<file path="src/par_pkg.sv">
// package: constants and types for the process alarm and key router
package par_pkg;

	localparam int NUM_ALARMS  = 6;
	localparam int NUM_INPUTS  = 8;
	localparam int VAL_W       = 16;
	localparam int SEL_W       = 3;
	localparam int CODE_W      = 32;
	localparam int NUM_KEYS    = 4;
	localparam int NUM_EXT     = 6;
	localparam int DIGITS      = 4;
	localparam int CHAR_W      = 8;

	// timing
	localparam int CLK_HZ          = 50_000_000;
	localparam int CODE_TMO_S      = 10;
	localparam int MENU_TMO_S      = 60;
	localparam int FLASH_HALF_MS   = 500;
	localparam int CODE_TMO_CYC    = CODE_TMO_S * CLK_HZ;
	localparam longint MENU_TMO_CYC = longint'(MENU_TMO_S) * longint'(CLK_HZ);
	localparam int FLASH_HALF_CYC  = FLASH_HALF_MS * (CLK_HZ / 1000);
	localparam int TMR_W           = 32;

	// register map (word addresses on the plain port)
	localparam int ADDR_W = 6;
	localparam logic [ADDR_W-1:0] REG_GLOBAL  = 6'h00;
	localparam logic [ADDR_W-1:0] REG_MCODE   = 6'h01;
	localparam logic [ADDR_W-1:0] REG_QCODE   = 6'h02;
	localparam logic [ADDR_W-1:0] REG_DISP    = 6'h03;
	localparam logic [ADDR_W-1:0] REG_CMD     = 6'h04;
	localparam logic [ADDR_W-1:0] REG_STATUS  = 6'h05;
	localparam logic [ADDR_W-1:0] REG_SUMMARY = 6'h06;
	localparam logic [ADDR_W-1:0] REG_ACFG0   = 6'h10;
	localparam logic [ADDR_W-1:0] REG_ALO0    = 6'h18;
	localparam logic [ADDR_W-1:0] REG_AHI0    = 6'h20;
	localparam logic [ADDR_W-1:0] REG_AHYS0   = 6'h28;

	// global register fields
	localparam int G_GOOD_ONLY = 0;
	localparam int G_QUICK_EN  = 1;
	localparam int G_STATTXT   = 2;
	localparam int G_KEYSRC_LO = 3;
	localparam int G_LAST_LO   = 5;
	// alarm config fields
	localparam int A_SEL_LO  = 0;
	localparam int A_LO_EN   = 3;
	localparam int A_HI_EN   = 4;
	localparam int A_HYS_EN  = 5;
	localparam int A_NC      = 6;
	// command bits
	localparam int C_DISP_DEF = 0;
	localparam int C_BUS_DEF  = 1;

	// factory values
	localparam logic [7:0]  DEF_BRIGHT   = 8'h64;
	localparam logic [7:0]  DEF_CONTRAST = 8'h32;
	localparam logic [31:0] CODE_ZERO    = 32'h30303030;
	localparam logic [SEL_W-1:0] DEF_LAST = 3'h7;

	typedef enum logic [1:0] {
		PAR_KEYS_INT  = 2'b00,
		PAR_KEYS_EXT  = 2'b01,
		PAR_KEYS_BOTH = 2'b10
	} par_keysrc_t;

	typedef enum logic [2:0] {
		PAR_ST_OPER  = 3'b000,
		PAR_ST_CODE  = 3'b001,
		PAR_ST_MENU  = 3'b010,
		PAR_ST_QUICK = 3'b011,
		PAR_ST_EDIT  = 3'b100
	} par_state_t;

	// key bits: 0 program, 1 enter, 2 down, 3 up
	localparam int K_P = 0;
	localparam int K_E = 1;
	localparam int K_DN = 2;
	localparam int K_UP = 3;

	typedef struct packed {
		// high bit first, so the word matches the register field positions
		logic             nc;
		logic             hys_en;
		logic             hi_en;
		logic             lo_en;
		logic [SEL_W-1:0] sel;
	} par_acfg_t;

	typedef struct packed {
		logic [SEL_W-1:0] last;
		par_keysrc_t      keysrc;
		logic             stat_txt;
		logic             quick_en;
		logic             good_only;
	} par_glob_t;

endpackage

</file>
<file path="src/par_router.sv">
// process alarm evaluation, code gating and key routing
// Operation
// - six alarms, each picks one of eight inputs
// - trip on low, high or both
// - selectable open or closed rest polarity
// - outputs open when unpowered
// - active alarm flashes linked variable field
// - not-good variables shown inverted
// - global good-data-only alarm activation
// - low, high, hysteresis enables plus setpoints
// - summary view shows config, read only
// - quick path adjusts brightness and contrast only
// - quick code match, zeros bypass prompt
// - menu code match, zeros bypass prompt
// - status text shows good or bad
// - last input caps scrolling range
// - four of the six external keys (bits 3:0) can take over
// - key routing per key source setting
// - display defaults overwrite all display settings
// - bus defaults restore and drop communication
// - timeout ten seconds code, sixty menu
//
// The implementer's own choices: the strobed register port and the register addresses.
`timescale 1ns/1ps
module par_router
	import par_pkg::*;
#(
	parameter int CODE_TMO = CODE_TMO_CYC,
	parameter longint MENU_TMO = MENU_TMO_CYC,
	parameter int FLASH_HALF = FLASH_HALF_CYC
)(
	input  wire logic                          i_clk,
	input  wire logic                          i_reset_n,
	input  wire logic [ADDR_W-1:0]             i_addr,
	input  wire logic [31:0]                   i_wdata,
	input  wire logic                          i_wr,
	input  wire logic                          i_rd,
	output logic      [31:0]                   o_rdata,
	input  wire logic [NUM_INPUTS*VAL_W-1:0]   i_pv,
	input  wire logic [NUM_INPUTS-1:0]         i_pv_good,
	input  wire logic                          i_pv_upd,
	input  wire logic                          i_powered,
	input  wire logic [NUM_KEYS-1:0]           i_front_keys,
	input  wire logic [NUM_EXT-1:0]            i_ext_keys,
	input  wire logic [CHAR_W-1:0]             i_char,
	output logic      [NUM_ALARMS-1:0]         o_relay_closed,
	output logic      [NUM_INPUTS-1:0]         o_pv_inverse,
	output logic      [NUM_INPUTS-1:0]         o_stat_good_txt,
	output logic      [SEL_W-1:0]              o_cur_input,
	output logic      [2:0]                    o_mode,
	output logic      [7:0]                    o_bright,
	output logic      [7:0]                    o_contrast,
	output logic                               o_bus_reset
);

	// ------------------------------------------------------------
	// input synchronisers
	// ------------------------------------------------------------
	logic [NUM_KEYS-1:0] fk_s1_ff, fk_s2_ff;
	logic [NUM_EXT-1:0]  ek_s1_ff, ek_s2_ff;
	logic                pw_s1_ff, pw_s2_ff;
	always_ff @(posedge i_clk)
	begin
		fk_s1_ff <= i_front_keys;
		fk_s2_ff <= fk_s1_ff;
		ek_s1_ff <= i_ext_keys;
		ek_s2_ff <= ek_s1_ff;
		pw_s1_ff <= i_powered;
		pw_s2_ff <= pw_s1_ff;
	end

	// ------------------------------------------------------------
	// configuration state
	// ------------------------------------------------------------
	par_glob_t                     glob_ff, nxt_glob;
	logic [CODE_W-1:0]             mcode_ff, nxt_mcode, qcode_ff, nxt_qcode;
	logic [7:0]                    bright_ff, nxt_bright, contr_ff, nxt_contr;
	par_acfg_t [NUM_ALARMS-1:0]    acfg_ff, nxt_acfg;
	logic [NUM_ALARMS-1:0][VAL_W-1:0] lo_ff, nxt_lo, hi_ff, nxt_hi, hys_ff, nxt_hys;
	logic [NUM_ALARMS-1:0][VAL_W-1:0] stage_ff, nxt_stage;
	logic                          busrst_ff, nxt_busrst;
	par_state_t                    st_ff, nxt_st;
	logic [TMR_W-1:0]              tmr_ff, nxt_tmr;
	logic [CODE_W-1:0]             entry_ff, nxt_entry;
	logic [1:0]                    dig_ff, nxt_dig;
	logic                          quick_tgt_ff, nxt_quick_tgt;
	logic [SEL_W-1:0]              cur_ff, nxt_cur;
	logic [NUM_KEYS-1:0]           kprev_ff;
	logic [NUM_ALARMS-1:0]         trip_ff, nxt_trip;
	logic [TMR_W-1:0]              fl_cnt_ff, nxt_fl_cnt;
	logic                          fl_ph_ff, nxt_fl_ph;
	logic [31:0]                   rdata_ff, nxt_rdata;

	// ------------------------------------------------------------
	// key routing
	// ------------------------------------------------------------
	logic [NUM_KEYS-1:0] scroll_keys, menu_keys, quick_keys, kedge;
	logic                combo_menu, combo_quick, any_key;
	always_comb
	begin
		unique case (glob_ff.keysrc)
			PAR_KEYS_EXT:
			begin
				scroll_keys = ek_s2_ff[NUM_KEYS-1:0];
				menu_keys   = ek_s2_ff[NUM_KEYS-1:0] | fk_s2_ff;
				quick_keys  = ek_s2_ff[NUM_KEYS-1:0];
			end
			PAR_KEYS_BOTH:
			begin
				scroll_keys = ek_s2_ff[NUM_KEYS-1:0] | fk_s2_ff;
				menu_keys   = scroll_keys;
				quick_keys  = scroll_keys;
			end
			default:
			begin
				scroll_keys = fk_s2_ff;
				menu_keys   = fk_s2_ff;
				quick_keys  = fk_s2_ff;
			end
		endcase
		combo_menu  = menu_keys[K_P] & menu_keys[K_E] & ~kprev_ff[K_E];
		combo_quick = quick_keys[K_P] & quick_keys[K_UP] & ~kprev_ff[K_UP];
		kedge       = scroll_keys & ~kprev_ff;
		any_key     = |(menu_keys & ~kprev_ff);
	end

	// ------------------------------------------------------------
	// menu state machine and register writes
	// ------------------------------------------------------------
	logic [CHAR_W-1:0] ch_next;
	int                aidx;
	always_comb
	begin
		nxt_glob      = glob_ff;
		nxt_mcode     = mcode_ff;
		nxt_qcode     = qcode_ff;
		nxt_bright    = bright_ff;
		nxt_contr     = contr_ff;
		nxt_acfg      = acfg_ff;
		nxt_lo        = lo_ff;
		nxt_hi        = hi_ff;
		nxt_hys       = hys_ff;
		nxt_stage     = stage_ff;
		nxt_busrst    = 1'b0;
		nxt_st        = st_ff;
		nxt_tmr       = tmr_ff;
		nxt_entry     = entry_ff;
		nxt_dig       = dig_ff;
		nxt_quick_tgt = quick_tgt_ff;
		nxt_cur       = cur_ff;
		ch_next       = i_char;
		aidx          = int'(i_addr[2:0]);
		if (st_ff != PAR_ST_OPER)
			nxt_tmr = (any_key) ? '0 : tmr_ff + 1'b1;
		unique case (st_ff)
			PAR_ST_OPER:
			begin
				nxt_tmr = '0;
				if (combo_menu)
				begin
					nxt_quick_tgt = 1'b0;
					nxt_dig       = '0;
					nxt_entry     = CODE_ZERO;
					nxt_st = (mcode_ff == CODE_ZERO) ? PAR_ST_MENU : PAR_ST_CODE;
				end
				else if (combo_quick && glob_ff.quick_en)
				begin
					nxt_quick_tgt = 1'b1;
					nxt_dig       = '0;
					nxt_entry     = CODE_ZERO;
					nxt_st = (qcode_ff == CODE_ZERO) ? PAR_ST_QUICK : PAR_ST_CODE;
				end
				else if (kedge[K_UP])
					nxt_cur = (cur_ff >= glob_ff.last) ? '0 : cur_ff + 1'b1;
				else if (kedge[K_DN])
					nxt_cur = (cur_ff == '0 || cur_ff > glob_ff.last) ? glob_ff.last
						: cur_ff - 1'b1;
			end
			PAR_ST_CODE:
			begin
				if (kedge[K_UP] || kedge[K_DN])
					nxt_entry[(DIGITS-1-int'(dig_ff))*CHAR_W +: CHAR_W] = ch_next;
				else if (kedge[K_P])
					nxt_dig = dig_ff + 1'b1;
				else if (kedge[K_E])
				begin
					if (quick_tgt_ff)
						nxt_st = (entry_ff == qcode_ff) ? PAR_ST_QUICK : PAR_ST_OPER;
					else
						nxt_st = (entry_ff == mcode_ff) ? PAR_ST_MENU : PAR_ST_OPER;
				end
				if (tmr_ff >= TMR_W'(CODE_TMO - 1))
					nxt_st = PAR_ST_OPER;
			end
			PAR_ST_QUICK:
			begin
				// only brightness and contrast are reachable here
				if (kedge[K_UP])
					nxt_bright = bright_ff + 1'b1;
				else if (kedge[K_DN])
					nxt_bright = bright_ff - 1'b1;
				else if (kedge[K_P])
					nxt_st = PAR_ST_EDIT;
				else if (kedge[K_E])
					nxt_st = PAR_ST_OPER;
				if (tmr_ff >= TMR_W'(MENU_TMO - 1))
					nxt_st = PAR_ST_OPER;
			end
			PAR_ST_EDIT:
			begin
				if (kedge[K_UP])
					nxt_contr = contr_ff + 1'b1;
				else if (kedge[K_DN])
					nxt_contr = contr_ff - 1'b1;
				else if (kedge[K_E])
					nxt_st = PAR_ST_OPER;
				if (tmr_ff >= TMR_W'(MENU_TMO - 1))
					nxt_st = PAR_ST_OPER;
			end
			PAR_ST_MENU:
			begin
				if (kedge[K_E])
					nxt_st = PAR_ST_OPER;
				if (tmr_ff >= TMR_W'(MENU_TMO - 1))
					nxt_st = PAR_ST_OPER;
			end
			default: nxt_st = PAR_ST_OPER;
		endcase
		// configuration writes are accepted only inside the full menu
		if (i_wr && st_ff == PAR_ST_MENU)
		begin
			if (i_addr == REG_GLOBAL)
			begin
				nxt_glob.good_only = i_wdata[G_GOOD_ONLY];
				nxt_glob.quick_en  = i_wdata[G_QUICK_EN];
				nxt_glob.stat_txt  = i_wdata[G_STATTXT];
				nxt_glob.keysrc    = par_keysrc_t'(i_wdata[G_KEYSRC_LO +: 2]);
				nxt_glob.last      = i_wdata[G_LAST_LO +: SEL_W];
			end
			else if (i_addr == REG_MCODE)
				nxt_mcode = i_wdata;
			else if (i_addr == REG_QCODE)
				nxt_qcode = i_wdata;
			else if (i_addr == REG_DISP)
			begin
				nxt_bright = i_wdata[7:0];
				nxt_contr  = i_wdata[15:8];
			end
			else if (i_addr == REG_CMD)
			begin
				if (i_wdata[C_DISP_DEF])
				begin
					nxt_bright = DEF_BRIGHT;
					nxt_contr  = DEF_CONTRAST;
					nxt_mcode  = CODE_ZERO;
					nxt_qcode  = CODE_ZERO;
					nxt_glob   = '{DEF_LAST, PAR_KEYS_BOTH, 1'b1, 1'b1, 1'b1};
					nxt_acfg   = '{default: '0};
				end
				nxt_busrst = i_wdata[C_BUS_DEF];
			end
			else if (i_addr >= REG_ACFG0 && aidx < NUM_ALARMS)
			begin
				if (i_addr[5:3] == REG_ACFG0[5:3])
					nxt_acfg[aidx] = i_wdata[A_NC:0];
				else if (i_addr[5:3] == REG_ALO0[5:3])
					nxt_stage[aidx] = i_wdata[VAL_W-1:0];
				else if (i_addr[5:3] == REG_AHI0[5:3])
					nxt_stage[aidx] = i_wdata[VAL_W-1:0];
				else if (i_addr[5:3] == REG_AHYS0[5:3])
					nxt_hys[aidx] = i_wdata[VAL_W-1:0];
				// commit on the setpoint's upper half-word strobe
				if (i_wdata[31] && i_addr[5:3] == REG_ALO0[5:3])
					nxt_lo[aidx] = stage_ff[aidx];
				if (i_wdata[31] && i_addr[5:3] == REG_AHI0[5:3])
					nxt_hi[aidx] = stage_ff[aidx];
			end
		end
	end

	// ------------------------------------------------------------
	// alarm evaluation and flashing
	// ------------------------------------------------------------
	logic [VAL_W-1:0] pv_sel;
	logic             pv_ok, lo_c, hi_c, lo_clr, hi_clr;
	logic [VAL_W:0]   lo_band, hi_band;
	always_comb
	begin
		nxt_trip   = trip_ff;
		nxt_fl_cnt = (fl_cnt_ff >= TMR_W'(FLASH_HALF - 1)) ? '0 : fl_cnt_ff + 1'b1;
		nxt_fl_ph  = (fl_cnt_ff >= TMR_W'(FLASH_HALF - 1)) ? ~fl_ph_ff : fl_ph_ff;
		pv_sel = '0;
		pv_ok  = 1'b0;
		lo_c = 1'b0; hi_c = 1'b0; lo_clr = 1'b0; hi_clr = 1'b0;
		lo_band = '0; hi_band = '0;
		for (int a = 0; a < NUM_ALARMS; a++)
		begin
			pv_sel  = i_pv[acfg_ff[a].sel*VAL_W +: VAL_W];
			pv_ok   = i_pv_good[acfg_ff[a].sel] | ~glob_ff.good_only;
			lo_band = {1'b0, lo_ff[a]} + {1'b0, (acfg_ff[a].hys_en ? hys_ff[a] : VAL_W'(0))};
			hi_band = {1'b0, hi_ff[a]} - {1'b0, (acfg_ff[a].hys_en ? hys_ff[a] : VAL_W'(0))};
			lo_c    = acfg_ff[a].lo_en && pv_sel < lo_ff[a];
			hi_c    = acfg_ff[a].hi_en && pv_sel > hi_ff[a];
			lo_clr  = !acfg_ff[a].lo_en || {1'b0, pv_sel} >= lo_band;
			hi_clr  = !acfg_ff[a].hi_en || (!hi_band[VAL_W] && {1'b0, pv_sel} <= hi_band);
			if (i_pv_upd)
			begin
				if (!pv_ok)
					nxt_trip[a] = 1'b0;
				else if (lo_c || hi_c)
					nxt_trip[a] = 1'b1;
				else if (lo_clr && hi_clr)
					nxt_trip[a] = 1'b0;
			end
		end
	end

	// summary word: input selects, then low and high enables; polarity stays in the per-channel words
	logic [31:0] summ;
	always_comb
	begin
		summ = '0;
		for (int a = 0; a < NUM_ALARMS; a++)
		begin
			summ[a*SEL_W +: SEL_W]           = acfg_ff[a].sel;
			summ[NUM_ALARMS*SEL_W + a]       = acfg_ff[a].lo_en;
			summ[NUM_ALARMS*(SEL_W + 1) + a] = acfg_ff[a].hi_en;
		end
	end

	logic [NUM_INPUTS-1:0] flash_req;
	always_comb
	begin
		flash_req = '0;
		for (int a = 0; a < NUM_ALARMS; a++)
			if (trip_ff[a])
				flash_req[acfg_ff[a].sel] = 1'b1;
	end

	// ------------------------------------------------------------
	// read port: summary and status are read only
	// ------------------------------------------------------------
	always_comb
	begin
		nxt_rdata = '0;
		if (i_rd)
		begin
			if (i_addr == REG_GLOBAL)
				nxt_rdata = {24'h000000, glob_ff};
			else if (i_addr == REG_DISP)
				nxt_rdata = {16'h0000, contr_ff, bright_ff};
			else if (i_addr == REG_STATUS)
				nxt_rdata = {16'h0000, 2'h0, trip_ff, 5'h00, st_ff};
			else if (i_addr == REG_SUMMARY)
				nxt_rdata = summ;
			else if (i_addr[5:3] == REG_ACFG0[5:3] && aidx < NUM_ALARMS)
				nxt_rdata = {25'h0000000, acfg_ff[aidx]};
			else if (i_addr[5:3] == REG_ALO0[5:3] && aidx < NUM_ALARMS)
				nxt_rdata = {16'h0000, lo_ff[aidx]};
			else if (i_addr[5:3] == REG_AHI0[5:3] && aidx < NUM_ALARMS)
				nxt_rdata = {16'h0000, hi_ff[aidx]};
			else if (i_addr[5:3] == REG_AHYS0[5:3] && aidx < NUM_ALARMS)
				nxt_rdata = {16'h0000, hys_ff[aidx]};
		end
	end

	// ------------------------------------------------------------
	// registers
	// ------------------------------------------------------------
	always_ff @(posedge i_clk)
	begin
		if (!i_reset_n)
		begin
			glob_ff      <= '{DEF_LAST, PAR_KEYS_BOTH, 1'b1, 1'b1, 1'b1};
			mcode_ff     <= CODE_ZERO;
			qcode_ff     <= CODE_ZERO;
			bright_ff    <= DEF_BRIGHT;
			contr_ff     <= DEF_CONTRAST;
			acfg_ff      <= '{default: '0};
			lo_ff        <= '0;
			hi_ff        <= '0;
			hys_ff       <= '0;
			stage_ff     <= '0;
			busrst_ff    <= 1'b0;
			st_ff        <= PAR_ST_OPER;
			tmr_ff       <= '0;
			entry_ff     <= CODE_ZERO;
			dig_ff       <= '0;
			quick_tgt_ff <= 1'b0;
			cur_ff       <= '0;
			kprev_ff     <= '0;
			trip_ff      <= '0;
			fl_cnt_ff    <= '0;
			fl_ph_ff     <= 1'b0;
			rdata_ff     <= '0;
		end
		else
		begin
			glob_ff      <= nxt_glob;
			mcode_ff     <= nxt_mcode;
			qcode_ff     <= nxt_qcode;
			bright_ff    <= nxt_bright;
			contr_ff     <= nxt_contr;
			acfg_ff      <= nxt_acfg;
			lo_ff        <= nxt_lo;
			hi_ff        <= nxt_hi;
			hys_ff       <= nxt_hys;
			stage_ff     <= nxt_stage;
			busrst_ff    <= nxt_busrst;
			st_ff        <= nxt_st;
			tmr_ff       <= nxt_tmr;
			entry_ff     <= nxt_entry;
			dig_ff       <= nxt_dig;
			quick_tgt_ff <= nxt_quick_tgt;
			cur_ff       <= nxt_cur;
			kprev_ff     <= menu_keys;
			trip_ff      <= nxt_trip;
			fl_cnt_ff    <= nxt_fl_cnt;
			fl_ph_ff     <= nxt_fl_ph;
			rdata_ff     <= nxt_rdata;
		end
	end

	// ------------------------------------------------------------
	// outputs
	// ------------------------------------------------------------
	always_comb
	begin
		for (int a = 0; a < NUM_ALARMS; a++)
			o_relay_closed[a] = pw_s2_ff & (acfg_ff[a].nc ^ trip_ff[a]);
		o_pv_inverse    = ~i_pv_good ^ (flash_req & {NUM_INPUTS{fl_ph_ff}});
		o_stat_good_txt = glob_ff.stat_txt ? i_pv_good : '0;
	end
	assign o_rdata     = rdata_ff;
	assign o_cur_input = cur_ff;
	assign o_mode      = st_ff;
	assign o_bright    = bright_ff;
	assign o_contrast  = contr_ff;
	assign o_bus_reset = busrst_ff;

endmodule // par_router

</file>
<file path="config.mk">
export PLATFORM = sky130hd
export DESIGN_NAME = par_router
export DESIGN_NICKNAME = d
export VERILOG_FILES = /design/src/par_pkg.sv /design/src/par_router.sv
export SDC_FILE = /design/constraint.sdc
export NUM_CORES = 2
export LEC_CHECK = 0
export BUFFER_PORTS_ARGS = -buffer_cell sky130_fd_sc_hd__buf_2
export CORE_ASPECT_RATIO = 1.5
export CORE_MARGIN = 10
export CORE_UTILIZATION = 50
export DETAILED_ROUTE_END_ITERATION = 12
export PLACE_DENSITY = 0.67
export SETUP_SLACK_MARGIN = 0.2
export SYNTH_ARGS = -nofsm -noshare
export SYNTH_HDL_FRONTEND = slang
export SYNTH_SLANG_ARGS = --single-unit
</file>
<file path="constraint.sdc">
create_clock -name i_clk -period 6.3 [get_ports i_clk]
set_input_delay 1.26 -clock i_clk [delete_from_list [all_inputs] [get_ports i_clk]]
set_output_delay 1.26 -clock i_clk [all_outputs]
set_load 0.01 [all_outputs]
</file>
==> results.json <==
{
  "dpl_cell_area_um2": 56470,
  "status": "complete, no violations",
  "multi_input_area_um2": 37580,
  "ys_warn_count": 0,
  "nNetsFinal": 7327,
  "grt_usage_pct": 39.13,
  "synthCells": 6406,
  "avgSynthCellArea_um2": 8.405,
  "fin_skew_ns": 0.02486,
  "power_switching_share_pct": 29.80,
  "hold_viol": 0,
  "rrSetupSlack_ns": 1.03,
  "synth_cell_type_count": 99,
  "fill_cells": 10080,
  "hold_path_depth": 0,
  "cts_resized": 0,
  "start_util_pct": 50.30,
  "antenna_found_initial": 24,
  "crit_chain": "nand2_1 > ha_1 > a2111oi_0 > nand2_1 > a221oi_1 > o21bai_1 > a21oi_1 > xor2_1 > ha_1 > a21oi_1 > o21ai_0 > a2111oi_0 > a21oi_1 > or3_1 > a32oi_1 > o211a_1 > o22ai_1",
  "rsz0062_at_grt": "false",
  "dieArea_um2": 121500,
  "cpMostUsedCell": "a21oi_1",
  "cpMaxStageDelayCell": "dfxtp_1",
  "clkSinkCount": 679,
  "comb_power_share_pct": 15.3,
  "power.switching_mw": 3.217,
  "dr.pass1.iters": 8,
  "drcViolationCount": 0,
  "cts_tree": "yes",
  "fin_crit_sh_pct": 83.69,
  "powerDensity_nw_per_um2": 182.6,
  "max_stage_delay_ns": 0.74,
  "clockPowerShare_pct": 43.7,
  "cts_root_buffer": "clkbuf_16",
  "dr.first_iter.drc_count": 6563,
  "synth_edf_count": 0,
  "crit_arrival_ns": 5.83,
  "required_ns": 6.85,
  "synth_seq_cells": 679,
  "worstSetupStartpointType": "register",
  "tightest_slew_ns": 1.425,
  "wire_per_inst_um": 30.64,
  "path_clk_slew_ns": 0.07,
  "rows": 147,
  "num_vias": 52630,
  "timing.rr.end": "trip_ff[1]$_SDFFE_PN0P_",
  "yosysTopAreaCell": "dfxtp_1",
  "vias_per_cell": 6.563,
  "setup_viol": 0,
  "ys.flop_type": "dfxtp_1",
  "worstSkewPairLatency_ns": 0.71,
  "fin_total_pwr_mw": 10.80,
  "power_frac_seq_pct": 41.0,
  "intPower_mw": 7.579,
  "drive_above_1_share_pct": 14.15,
  "reg2reg_depth": 17,
  "cts_setup_buffers": 0,
  "synth.area.top_cells": "dfxtp_1 (25%), ha_1 (14%), mux4_2 (11%), nand2_1 (7.2%), a21oi_1 (5.4%)",
  "r2r_start": "acfg_ff[12]$_SDFFE_PN0P_",
  "fin_crit_ns": 5.273,
  "htree_levels": 3,
  "ctsHoldBuffers": 0,
  "fin_setup_tns_ns": 0,
  "cp_max_fo": 18,
  "synthArstFlopShare_pct": 0,
  "fmax_ghz": 0.1897,
  "post-synth-top-area-fraction_pct": 25.25,
  "slew_viol_final": 0,
  "grt_start_max_net_pins": 211,
  "io_pins": 275,
  "grt_pass1_vias": 49700,
  "core-area_um2": 107000,
  "dieWidth_um": 287.9,
  "hp-class": "reg -> reg",
  "port_buffers": 270,
  "maxCapViolCount": 0,
  "dp_slack_ns": 1.088,
  "worstHoldEndpoint": "fk_s2_ff[2]$_DFF_P_",
  "final_cells": 8019,
  "relSlewSlack_pct": 5.026,
  "critPathCaptureType": "register",
  "fin_ws_ns": 1.027,
  "gp_congestion": 1.069,
  "hold_start": "fk_s1_ff[2]$_DFF_P_",
  "overflow": 0,
  "post-dp-hpwl_um": 188800,
  "ant_nets": 0,
  "critPathKind": "reg -> reg",
  "syn_to_final_growth_pct": 9.788,
  "vdd_drop_max_uv": 268.9,
  "seqCellArea_um2": 13610,
  "p_leak_nw": 22.55,
  "grt_pass1_wl_um": 347400,
  "whs_ns": 0.3245,
  "syn_area_um2": 53840,
  "post-route-util_pct": 55.22,
  "seq_area_frac_synth_pct": 25.25,
  "cts_buffers": 72,
  "finalWirelength_um": 245700,
  "die_y_um": 421.9,
  "dp_cells": 7870,
  "design_area_um2": 59110,
  "cts_buffer_depth": 3
}
==> sequential cells by signal, indices dropped and copies added, names as in the netlist, 42 cells and up <==
register	cells
hys_ff	96
stage_ff	96
acfg_ff	42
hi_ff	96
lo_ff	96
==> how the worst max path moves through the flow <==
stage | start | to | slack (ns) | cells past startpoint
floorplan | acfg_ff[12]$_SDFFE_PN0P_ | trip_ff[1]$_SDFFE_PN0P_ | 1.89 | 19
finish | acfg_ff[12]$_SDFFE_PN0P_ | trip_ff[1]$_SDFFE_PN0P_ | 1.03 | 17
detailed placement | acfg_ff[12]$_SDFFE_PN0P_ | trip_ff[1]$_SDFFE_PN0P_ | 1.09 | 17
global placement | acfg_ff[12]$_SDFFE_PN0P_ | trip_ff[1]$_SDFFE_PN0P_ | 1.14 | 17
global route | acfg_ff[12]$_SDFFE_PN0P_ | trip_ff[1]$_SDFFE_PN0P_ | 0.54 | 17
CTS | acfg_ff[12]$_SDFFE_PN0P_ | trip_ff[1]$_SDFFE_PN0P_ | 1.05 | 17
==> kinds of logic after synthesis <==
family,after synthesis,synth area share (%)
AO/OA/AOI/OAI,1542,18.28
XOR/XNOR,291,4.734
adder cells (fa/ha/maj),600,14.11
buffers and inverters,696,5.075
flip-flops,679,25.25
multiplexers,449,14.78
other,1,0.006965
AND/OR/NAND/NOR,2148,17.77
==> layer usage <==
layer,up-vias,GRT usage [%],wire length (um)
met2,3168,58.81,105600
met4,8,37.65,29150
met3,856,10.35,26390
met1,25150,44.19,84490
li1,23450,-,-
met5,-,0,59
==> power by group through the flow <==
stage / clock network (mW) / registers [mW] / logic (mW)
after floorplan: 0 / 4.49 / 1.00
after global placement: 0 / 4.52 / 1.57
after detailed placement: 0 / 4.52 / 1.60
after CTS: 4.74 / 4.43 / 1.60
after global routing: 4.89 / 4.43 / 1.75
final: 4.72 / 4.43 / 1.65
==> area by class of cell <==
cell class                      instances  share of cell area (%)
Antenna cell                           17                 0.07197
Clock buffer                          100                   3.548
Clock inverter                         32                  0.8446
Inverter                              370                   2.362
Multi-Input combinational cell       5039                   63.58
Sequential cell                       679                   23.02
Tap cell                             1415                   2.995
Timing Repair Buffer                  367                   3.579
==> synthesized netlist by cell type (18+ instances only) <==
cell type  number
nand2_1      1033
dfxtp_1       679
ha_1          588
a21oi_1       584
nor2_1        466
inv_1         368
mux4_2        267
clkbuf_1      252
o21ai_0       210
xor2_1        184
a211oi_1      153
nand3_1       149
xnor2_1       107
mux2_2         97
nor3_1         86
mux2i_1        85
a21o_1         79
nand4_1        69
a22oi_1        66
o22ai_1        66
nand2b_1       64
and3_1         49
nor2b_1        47
a31oi_1        45
o21a_1         35
nor4_1         34
or3_1          34
o211ai_1       33
a22o_1         32
and2_1         32
buf_1          29
o22a_1         28
buf_2          23
o21bai_1       23
o31ai_1        23
buf_4          18
==> worst max-delay path: cells and delay by family (launching register included) <==
| family | cells | cell delay [ns] |
|---|---|---|
| adder cells (fa/ha/maj) | 2 | 0.65 |
| XOR/XNOR | 1 | 0.17 |
| flip-flops | 1 | 0.74 |
| AO/OA/AOI/OAI | 11 | 2.83 |
| AND/OR/NAND/NOR | 3 | 0.72 |
==> placed cells by master, fill, tap and decap left out, types with 107 or more instances in the layout <==
cell type,Yosys,layout
buf_2,23,268
nor2_1,466,459
xnor2_1,107,107
dfxtp_1,679,667
nand3_1,149,149
mux4_2,267,267
o21ai_0,210,210
inv_1,368,368
ha_1,588,588
a21oi_1,584,584
nand2_1,1033,1033
xor2_1,184,184
a211oi_1,153,153
Power figures use the tool's default switching activity.
